File: config.mk
export PLATFORM = sky130hd
export DESIGN_NAME = ssw_switcher
export DESIGN_NICKNAME = d
export VERILOG_FILES = /design/src/logic/ssw_pkg.sv /design/src/logic/ssw_switcher.sv /design/src/logic/ssw_req_decode.sv /design/src/logic/ssw_frame_delay.sv
export SDC_FILE = /design/constraint.sdc
export NUM_CORES = 1
export LEC_CHECK = 0
export BUFFER_PORTS_ARGS = -buffer_cell sky130_fd_sc_hd__clkbuf_2
export CAP_MARGIN = 20
export CELL_PAD_IN_SITES_DETAIL_PLACEMENT = 0
export CELL_PAD_IN_SITES_GLOBAL_PLACEMENT = 2
export CORE_AREA = 2 2 117 119
export CTS_CLUSTER_DIAMETER = 200
export CTS_CLUSTER_SIZE = 40
export DETAILED_ROUTE_END_ITERATION = 7
export DIE_AREA = 0 0 119 121
export GPL_TIMING_DRIVEN = 1
export PLACE_DENSITY_LB_ADDON = 0.1
export SLEW_MARGIN = 5
export SYNTH_ARGS = -nofsm -noshare
export SYNTH_HDL_FRONTEND = slang
export SYNTH_SLANG_ARGS = --single-unit
export TNS_END_PERCENT = 20
File: constraint.sdc
create_clock -name clk -period 2 [get_ports clk]
set_input_delay 0.4 -clock clk [delete_from_list [all_inputs] [get_ports clk]]
set_output_delay 0.4 -clock clk [all_outputs]
set_load 0.02 [all_outputs]
File: src/logic/ssw_pkg.sv
// Constants and types shared by the protocol switcher
package ssw_pkg;

  // Control word layout
  localparam int unsigned CTRL_BIT_MASTER = 12;
  localparam int unsigned CTRL_BIT_SLAVE  = 13;
  localparam int unsigned CTRL_BIT_CHAR   = 14;
  localparam logic [15:0] CTRL_RESET      = 16'h0000;

  // Master role values
  localparam logic [15:0] ANSWER_TIMEOUT_MS = 16'h0BB8;
  localparam logic [3:0]  RETRY_CPU         = 4'h3;
  localparam logic [3:0]  RETRY_EXP         = 4'h0;

  // Character role values
  localparam logic [15:0] SILENCE_MS = 16'h03E8;
  localparam logic [7:0]  END_CHAR   = 8'h0D;

  // Slave role values
  localparam logic [7:0] DEF_SLAVE_NUM = 8'hF8;

  // Line parameter word: [2:0] baud code, [3] RTU, [5:4] parity, [6] two stop, [7] flow, [8] RS485
  localparam int unsigned LP_BAUD_LSB = 0;
  localparam int unsigned LP_BAUD_W   = 3;
  localparam logic [2:0]  BAUD_1200   = 3'h0;
  localparam logic [2:0]  BAUD_2400   = 3'h1;
  localparam logic [2:0]  BAUD_4800   = 3'h2;
  localparam logic [2:0]  BAUD_9600   = 3'h3;
  localparam logic [2:0]  BAUD_19200  = 3'h4;
  // 19200 baud, RTU, even parity, one stop, no flow; channel 0 RS232, channel 1 RS485
  localparam logic [15:0] DEF_LINE_CH0 = 16'h001C;
  localparam logic [15:0] DEF_LINE_CH1 = 16'h011C;

  // Inter-frame delay defaults in microseconds, 3.5 characters below 19200 baud
  localparam logic [15:0] FD_1200_US  = 16'h7D53;
  localparam logic [15:0] FD_2400_US  = 16'h3EAA;
  localparam logic [15:0] FD_4800_US  = 16'h1F55;
  localparam logic [15:0] FD_9600_US  = 16'h0FAA;
  localparam logic [15:0] FD_FAST_US  = 16'h06D6;

  // Exchange reports
  localparam logic [15:0] REPORT_OK            = 16'h0000;
  localparam logic [15:0] REPORT_NOT_PROCESSED = 16'h0100;
  localparam logic [15:0] REPORT_SLAVE_ABSENT  = 16'h0DFF;

  typedef enum logic [1:0] {MODE_SLAVE, MODE_MASTER, MODE_CHAR} ssw_mode_t;
  typedef enum logic {END_SILENCE, END_ON_CHAR} ssw_end_t;

endpackage

File: src/logic/ssw_switcher.sv
// Run-time protocol switcher of one serial channel
`timescale 1ns/10ps
module ssw_switcher #(
  parameter bit          IS_EXPANSION = 1'b1,
  parameter logic [0:0]  CHANNEL      = 1'h0
) (
  // Clock and reset
  input  wire logic                clk,
  input  wire logic                srst,
  // Control word access and write command
  input  wire logic                ctrlWrEn,
  input  wire logic [15:0]         ctrlWrData,
  input  wire logic                writeCmd,
  output logic      [15:0]         ctrlRdData,
  // Start events and application setup
  input  wire logic                coldStart,
  input  wire logic                warmStart,
  input  wire logic                useAppCfg,
  input  wire ssw_pkg::ssw_mode_t  appMode,
  input  wire logic [15:0]         appLineParams,
  input  wire logic [7:0]          appSlaveNum,
  // Stored slave number
  input  wire logic                nvSlaveValid,
  input  wire logic [7:0]          nvSlaveNum,
  // Line engine status
  input  wire logic                lineBusy,
  input  wire logic                reqLost,
  input  wire logic                slaveAbsent,
  // Active configuration
  output ssw_pkg::ssw_mode_t       mode,
  output logic      [15:0]         lineParams,
  output logic      [15:0]         frameDelayUs,
  output logic      [15:0]         answerTimeoutMs,
  output logic      [3:0]          retryCount,
  output ssw_pkg::ssw_end_t        endDetect,
  output logic      [15:0]         silenceMs,
  output logic      [7:0]          endChar,
  output logic      [7:0]          slaveNum,
  // Command results
  output logic                     cmdDone,
  output logic                     cmdError,
  output logic                     switchPending,
  output logic      [15:0]         exchReport
);
  import ssw_pkg::*;

  typedef enum logic [0:0] {ST_IDLE, ST_WAIT} ssw_state_t;

  localparam logic [15:0] DEF_LINE = (CHANNEL == 1'h0) ? DEF_LINE_CH0 : DEF_LINE_CH1;

  ssw_state_t  state_r, state_nxt;
  ssw_mode_t   target_r, target_nxt;
  ssw_mode_t   mode_r, mode_nxt;
  logic [15:0] ctrl_r, ctrl_nxt;
  logic [15:0] line_r, line_nxt;
  logic [15:0] fd_r, fd_nxt;
  logic [15:0] ato_r, ato_nxt;
  logic [3:0]  retry_r, retry_nxt;
  ssw_end_t    endDet_r, endDet_nxt;
  logic [15:0] sil_r, sil_nxt;
  logic [7:0]  endChar_r, endChar_nxt;
  logic [7:0]  slave_r, slave_nxt;
  logic [7:0]  initSlave_r, initSlave_nxt;
  logic        initIsSlave_r, initIsSlave_nxt;
  logic        done_r, done_nxt;
  logic        err_r, err_nxt;
  logic [15:0] report_r, report_nxt;

  logic        reqMaster, reqSlave, reqChar, reqMulti, reqNone;
  logic [15:0] defDelayUs;
  logic        startReq;
  logic        applyNow;
  logic        cmdTaken;
  ssw_mode_t   reqMode;

  ssw_req_decode uDecode (
    .ctrlWord  (ctrl_r),
    .reqMaster (reqMaster),
    .reqSlave  (reqSlave),
    .reqChar   (reqChar),
    .reqMulti  (reqMulti),
    .reqNone   (reqNone)
  );

  ssw_frame_delay uDelay (
    .baudCode (line_r[LP_BAUD_LSB +: LP_BAUD_W]),
    .delayUs  (defDelayUs)
  );

  always_comb begin
    startReq = coldStart | warmStart;
    cmdTaken = writeCmd && (state_r == ST_IDLE) && !startReq;
    applyNow = (state_r == ST_WAIT) && !lineBusy && !startReq;
    if (reqMaster) begin
      reqMode = MODE_MASTER;
    end else if (reqChar) begin
      reqMode = MODE_CHAR;
    end else begin
      reqMode = MODE_SLAVE;
    end
  end

  always_comb begin
    state_nxt       = state_r;
    target_nxt      = target_r;
    mode_nxt        = mode_r;
    ctrl_nxt        = ctrl_r;
    line_nxt        = line_r;
    fd_nxt          = fd_r;
    ato_nxt         = ato_r;
    retry_nxt       = retry_r;
    endDet_nxt      = endDet_r;
    sil_nxt         = sil_r;
    endChar_nxt     = endChar_r;
    slave_nxt       = slave_r;
    initSlave_nxt   = initSlave_r;
    initIsSlave_nxt = initIsSlave_r;
    done_nxt        = 1'b0;
    err_nxt         = 1'b0;
    report_nxt      = report_r;
    // Storing the word alone does nothing until the write command
    if (ctrlWrEn) begin
      ctrl_nxt = ctrlWrData;
    end
    if (startReq) begin
      // Restore setup; pending switch is dropped
      state_nxt   = ST_IDLE;
      mode_nxt    = useAppCfg ? appMode : MODE_SLAVE;
      line_nxt    = useAppCfg ? appLineParams : DEF_LINE;
      fd_nxt      = FD_FAST_US;
      slave_nxt   = useAppCfg ? appSlaveNum : DEF_SLAVE_NUM;
      ato_nxt     = ANSWER_TIMEOUT_MS;
      retry_nxt   = IS_EXPANSION ? RETRY_EXP : RETRY_CPU;
      endDet_nxt  = IS_EXPANSION ? END_ON_CHAR : END_SILENCE;
      sil_nxt     = SILENCE_MS;
      endChar_nxt = END_CHAR;
      initSlave_nxt   = useAppCfg ? appSlaveNum : DEF_SLAVE_NUM;
      initIsSlave_nxt = useAppCfg ? (appMode == MODE_SLAVE) : 1'b1;
    end else begin
      case (state_r)
        ST_IDLE: begin
          if (writeCmd) begin
            if (IS_EXPANSION && reqMulti) begin
              err_nxt = 1'b1;
            end else if (!IS_EXPANSION && !initIsSlave_r) begin
              err_nxt = 1'b1;
            end else if (reqNone) begin
              done_nxt = 1'b1;
            end else begin
              // Request is sampled once here; later edits to the word cannot disturb it
              target_nxt = reqMode;
              state_nxt  = ST_WAIT;
            end
          end
        end
        ST_WAIT: begin
          // Switching mid-frame would corrupt the frame on the line
          if (!lineBusy) begin
            state_nxt = ST_IDLE;
            mode_nxt  = target_r;
            done_nxt  = 1'b1;
            // line_r is left alone in every branch
            case (target_r)
              MODE_MASTER: begin
                fd_nxt    = defDelayUs;
                ato_nxt   = ANSWER_TIMEOUT_MS;
                retry_nxt = IS_EXPANSION ? RETRY_EXP : RETRY_CPU;
              end
              MODE_CHAR: begin
                if (IS_EXPANSION) begin
                  endDet_nxt  = END_ON_CHAR;
                  endChar_nxt = END_CHAR;
                end else begin
                  endDet_nxt = END_SILENCE;
                  sil_nxt    = SILENCE_MS;
                end
              end
              MODE_SLAVE: begin
                if (IS_EXPANSION) begin
                  slave_nxt = nvSlaveValid ? nvSlaveNum : DEF_SLAVE_NUM;
                end else begin
                  slave_nxt = initSlave_r;
                end
              end
              default: begin
                mode_nxt = mode_r;
              end
            endcase
          end
        end
        default: begin
          state_nxt = ST_IDLE;
        end
      endcase
    end
    // Only the master role issues requests that a second master can spoil
    if (done_nxt) begin
      report_nxt = REPORT_OK;
    end else if (reqLost && mode_r == MODE_MASTER) begin
      report_nxt = slaveAbsent ? REPORT_SLAVE_ABSENT : REPORT_NOT_PROCESSED;
    end
  end

  always_ff @(posedge clk) begin
    if (srst) begin
      state_r       <= ST_IDLE;
      target_r      <= MODE_SLAVE;
      mode_r        <= MODE_SLAVE;
      ctrl_r        <= CTRL_RESET;
      line_r        <= DEF_LINE;
      fd_r          <= FD_FAST_US;
      ato_r         <= ANSWER_TIMEOUT_MS;
      retry_r       <= IS_EXPANSION ? RETRY_EXP : RETRY_CPU;
      endDet_r      <= IS_EXPANSION ? END_ON_CHAR : END_SILENCE;
      sil_r         <= SILENCE_MS;
      endChar_r     <= END_CHAR;
      slave_r       <= DEF_SLAVE_NUM;
      initSlave_r   <= DEF_SLAVE_NUM;
      initIsSlave_r <= 1'b1;
      done_r        <= 1'b0;
      err_r         <= 1'b0;
      report_r      <= REPORT_OK;
    end else begin
      state_r       <= state_nxt;
      target_r      <= target_nxt;
      mode_r        <= mode_nxt;
      ctrl_r        <= ctrl_nxt;
      line_r        <= line_nxt;
      fd_r          <= fd_nxt;
      ato_r         <= ato_nxt;
      retry_r       <= retry_nxt;
      endDet_r      <= endDet_nxt;
      sil_r         <= sil_nxt;
      endChar_r     <= endChar_nxt;
      slave_r       <= slave_nxt;
      initSlave_r   <= initSlave_nxt;
      initIsSlave_r <= initIsSlave_nxt;
      done_r        <= done_nxt;
      err_r         <= err_nxt;
      report_r      <= report_nxt;
    end
  end

  assign ctrlRdData      = ctrl_r;
  assign mode            = mode_r;
  assign lineParams      = line_r;
  assign frameDelayUs    = fd_r;
  assign answerTimeoutMs = ato_r;
  assign retryCount      = retry_r;
  assign endDetect       = endDet_r;
  assign silenceMs       = sil_r;
  assign endChar         = endChar_r;
  assign slaveNum        = slave_r;
  assign cmdDone         = done_r;
  assign cmdError        = err_r;
  assign switchPending   = (state_r == ST_WAIT);
  assign exchReport      = report_r;

  property p_no_cmd_no_switch;
    @(posedge clk) disable iff (srst) (state_r == ST_IDLE && !startReq) |=> $stable(mode_r);
  endproperty
  a_no_cmd_no_switch: assert property (p_no_cmd_no_switch) else $error("Mode moved without command");

  property p_multi_error;
    @(posedge clk) disable iff (srst) (IS_EXPANSION && cmdTaken && reqMulti) |=> err_r && state_r == ST_IDLE;
  endproperty
  a_multi_error: assert property (p_multi_error) else $error("Several request bits not flagged");

  property p_cpu_refuse;
    @(posedge clk) disable iff (srst)
      (!IS_EXPANSION && cmdTaken && !initIsSlave_r) |=> err_r ##1 (state_r == ST_IDLE);
  endproperty
  a_cpu_refuse: assert property (p_cpu_refuse) else $error("Switch allowed on non-slave port");

  property p_line_kept;
    @(posedge clk) disable iff (srst) applyNow |=> $stable(line_r) && done_r;
  endproperty
  a_line_kept: assert property (p_line_kept) else $error("Line parameters changed by switch");

  property p_master_values;
    @(posedge clk) disable iff (srst) (applyNow && target_r == MODE_MASTER) |=>
      mode_r == MODE_MASTER && ato_r == 16'h0BB8 && retry_r == (IS_EXPANSION ? 4'h0 : 4'h3)
      && fd_r == $past(defDelayUs);
  endproperty
  a_master_values: assert property (p_master_values) else $error("Master values wrong");

  property p_char_values;
    @(posedge clk) disable iff (srst) (applyNow && target_r == MODE_CHAR) |=>
      (IS_EXPANSION ? (endDet_r == END_ON_CHAR && endChar_r == 8'h0D)
                    : (endDet_r == END_SILENCE && sil_r == 16'h03E8));
  endproperty
  a_char_values: assert property (p_char_values) else $error("Character end detection wrong");

  property p_slave_number;
    @(posedge clk) disable iff (srst) (IS_EXPANSION && applyNow && target_r == MODE_SLAVE) |=>
      slave_r == ($past(nvSlaveValid) ? $past(nvSlaveNum) : 8'hF8);
  endproperty
  a_slave_number: assert property (p_slave_number) else $error("Slave number not reloaded");

  property p_wait_busy;
    @(posedge clk) disable iff (srst) (state_r == ST_WAIT && lineBusy && !startReq) |=>
      $stable(mode_r) && state_r == ST_WAIT;
  endproperty
  a_wait_busy: assert property (p_wait_busy) else $error("Switch applied during a frame");

  property p_start_restore;
    @(posedge clk) disable iff (srst) (startReq && !useAppCfg) |=>
      mode_r == MODE_SLAVE && line_r == DEF_LINE && slave_r == 8'hF8 ##1 !err_r;
  endproperty
  a_start_restore: assert property (p_start_restore) else $error("Start did not restore defaults");

  property p_report;
    @(posedge clk) disable iff (srst) (reqLost && mode_r == MODE_MASTER && !done_nxt) |=>
      exchReport == ($past(slaveAbsent) ? 16'h0DFF : 16'h0100);
  endproperty
  a_report: assert property (p_report) else $error("Lost request not reported");

endmodule // ssw_switcher

File: src/logic/ssw_req_decode.sv
// Decoder of the protocol request bits of the control word
`timescale 1ns/10ps
module ssw_req_decode (
  // Control word
  input  wire logic [15:0] ctrlWord,
  // Decoded request
  output logic             reqMaster,
  output logic             reqSlave,
  output logic             reqChar,
  output logic             reqMulti,
  output logic             reqNone
);
  import ssw_pkg::*;

  logic [1:0] cnt;

  always_comb begin
    reqMaster = ctrlWord[CTRL_BIT_MASTER];
    reqSlave  = ctrlWord[CTRL_BIT_SLAVE];
    reqChar   = ctrlWord[CTRL_BIT_CHAR];
    cnt       = 2'({1'b0, reqMaster}) + 2'({1'b0, reqSlave}) + 2'({1'b0, reqChar});
    reqMulti  = cnt > 2'h1;
    reqNone   = cnt == 2'h0;
  end
endmodule // ssw_req_decode

File: src/logic/ssw_frame_delay.sv
// Default inter-frame delay selected by the line speed
`timescale 1ns/10ps
module ssw_frame_delay (
  // Line speed
  input  wire logic [2:0]  baudCode,
  // Default delay
  output logic      [15:0] delayUs
);
  import ssw_pkg::*;

  always_comb begin
    case (baudCode)
      BAUD_1200: delayUs = FD_1200_US;
      BAUD_2400: delayUs = FD_2400_US;
      BAUD_4800: delayUs = FD_4800_US;
      BAUD_9600: delayUs = FD_9600_US;
      default:   delayUs = FD_FAST_US;
    endcase
  end
endmodule // ssw_frame_delay

==> impl_metrics.tcl <==
set metrics [dict create \
    status "completed" \
    cp-start-kind "register" \
    synth.area.top_cells "dfxtp_1 (42%), buf_4 (17%), mux2i_1 (6.5%)" \
    start_util_pct 22.46 \
    cts_buffer_depth 2 \
    grt_pass1_wl_mm 11.89 \
    drtIter0Drc 91 \
    min_delay_path_depth 2 \
    vias 2417 \
    die_w_um 119 \
    synthDistinctLibCells 39 \
    grt_remaining_overflow 0 \
    dp_hpwl_mm 5.954 \
    fp-row-count 42 \
    power_density_nw_per_um2 868.0 \
    avgRoutedWirePerCell_um 12.93 \
    synth_flop_cell "dfxtp_1" \
    clk-insertion-delay-late_ps 330 \
    cts_resized 0 \
    synth_async_sr_flop_share_pct 0 \
    antenna_found_initial 0 \
    final.period_utilization_pct 85.27 \
    via_per_inst 3.936 \
    die_y_um 121 \
    grt_use_total_pct 10.93 \
    antenna_cells 0 \
    worstPathArrival_ps 1920 \
    cts_sinks 61 \
    syn-cell-area_um2 2939 \
    final_util_pct 28.96 \
    io-pin-count 183 \
    synthToLayoutAreaGrowth_pct 28.95 \
    synth_top_area_cell "dfxtp_1" \
    wl_mm 7.936 \
    rsz0062_at_grt "no" \
    detail-route-antenna-nets 0 \
    yosysWarnings 0 \
    avgSynthCellArea_um2 9.213 \
    critPathMaxFanout 9 \
    cts-buffers-inserted 9 \
    ir_drop_v 0.0002616 \
    nNetsFinal 496 \
    fp.coreArea_um2 13090 \
    cp-end-kind "register" \
    maxSlewHeadroom_pct 63.82 \
    portBuffers 130 \
    fin_tns_setup_ps 0 \
    seq_area_frac_synth_pct 41.55 \
    finalHoldViolCount 0 \
    die_area_um2 14400 \
    grt_max_degree 29 \
    first_pass_iters 4 \
    cts-root-buf "clkbuf_16" \
    cts_max_level 3 \
    setup.worst_path.class "register to register" \
    min_path_type "input pin to register" \
    p_leak_nw 1.841 \
    cap_violations 0 \
    reg2regPathDepth 3 \
    drive_gt1_share_pct 35.62 \
    synth-edff-count 0 \
    cts_tree "done" \
    required_ps 2220 \
    drc_errors 0 \
    cts_setup_buffers 0 \
    fin_worst_skew_ps 6.951 \
    finalMaxSlewViolations 0 \
    fillerInstances 1436 \
    grt_pass1_vias 2204 \
    finalCriticalPeriod_ps 1705 \
    setup_viol 0 \
    hold_buffers 0 \
    ys_ff_latch 61 \
    synthCells 319 \
    worst_pin_slew_ps 542.7 \
    clk_pin_slew_ps 60 \
    synthDominantCellAreaShare_pct 41.55 \
    fmax_ghz 0.5864 \
    hold_ws_ps 275.7 \
    gp_congestion 0.6805 \
]
-- sequential cells by signal (all words and copies together), names as in the netlist --
name,cells
ctrlRdData,16
lineParams,16
frameDelayUs,12
slaveNum,8
exchReport,2
mode,2
target_r,2
cmdDone,1
cmdError,1
switchPending,1
-- report_power, final --
group          internal (W)  switching (W)  leakage (nW)  total (W)
Sequential          0.00127      0.0000334         0.500    0.00130
Clock              0.000994       0.000546         0.143    0.00154
Combinational      0.000153       0.000296          1.20   0.000449
Total               0.00241       0.000875          1.84    0.00329
-- metal layers --
layer  vias up  track usage [%]  share of wire [%]
li1       1211                -                  -
met1      1095            14.18                 46
met2       100            16.24                 46
met3        11            3.618                6.9
met4         0            5.357                1.8
met5         -                0                  0
-- worst max-delay path: stages (launching register included) --
cell and delay, ps:
dfxtp_1 370, or4b_1 700, and3_1 260, a211o_1 260
-- synthesized netlist by cell type (7+ instances only) --
cell type / instances
a31oi_1: 9
a21oi_1: 7
inv_1: 10
a22o_1: 13
mux2i_1: 19
nor2_1: 27
o21ai_0: 7
clkbuf_1: 14
and3_1: 7
dfxtp_1: 61
nand2_1: 13
buf_4: 67
-- through the flow --
stage | instances | area (µm²) | setup WS [ps] | total power, W
3_3_place_gp | 598 | 3496 | 195.9 | 0.001780
5_1_grt | 614 | 3790 | 175.0 | 0.003447
3_5_place_dp | 598 | 3496 | 172.7 | 0.001781
6_report | 614 | 3790 | 294.6 | 0.003289
2_1_floorplan | 369 | 3127 | 290.3 | 0.001705
4_1_cts | 614 | 3790 | 295.3 | 0.003354
-- path summary, 6_finish.rpt --
path | endpoint | from | slack (ps)
max reg2reg | slaveNum[7]$_SDFFE_PP1P_ | target_r[1]$_SDFFE_PP0P_ | 290
min reg2reg | frameDelayUs[12]$_SDFFE_PP0P_ | frameDelayUs[12]$_SDFFE_PP0P_ | 450
min | lineParams[11]$_SDFFE_PP0N_ | appLineParams[11] | 280
max | slaveNum[7]$_SDFFE_PP1P_ | target_r[1]$_SDFFE_PP0P_ | 290
-- cell families (layout without fill, tap and decap cells) --
kind of cell	count (synthesis)	in the layout	synth area share, %
buf+inv	96	165	21.03
other cells	2	52	0.2555
flops	61	61	41.55
fa+ha+maj	2	2	1.107
compound gates	55	55	13.67
simple gates	84	84	15.92
mux	19	19	6.471
-- layout by cell type, fill, tap and decap left out, types with 6 or more instances in the layout --
| master | count |
|---|---|
| a211o_1 | 6 |
| a21oi_1 | 7 |
| a22o_1 | 13 |
| a31oi_1 | 9 |
| and3_1 | 7 |
| buf_4 | 9 |
| clkbuf_16 | 9 |
| clkbuf_2 | 130 |
| conb_1 | 52 |
| dfxtp_1 | 61 |
| inv_1 | 10 |
| mux2i_1 | 19 |
| nand2_1 | 13 |
| nand2b_1 | 6 |
| nor2_1 | 27 |
| nor4b_1 | 6 |
| o21ai_0 | 7 |
-- area by class of cell --
| cell class | count | area, µm² | area share (%) |
|---|---|---|---|
| multi-input combinational | 212 | 1299 | 34.27 |
| sequential | 61 | 1221 | 32.22 |
| timing repair buffer | 139 | 718.2 | 18.95 |
| clock buffer | 12 | 246.5 | 6.504 |
| tap | 176 | 220.2 | 5.811 |
| clock inverter | 4 | 47.55 | 1.255 |
| inverter | 10 | 37.54 | 0.9904 |
Note: power is estimated with default switching activity, not from simulation.
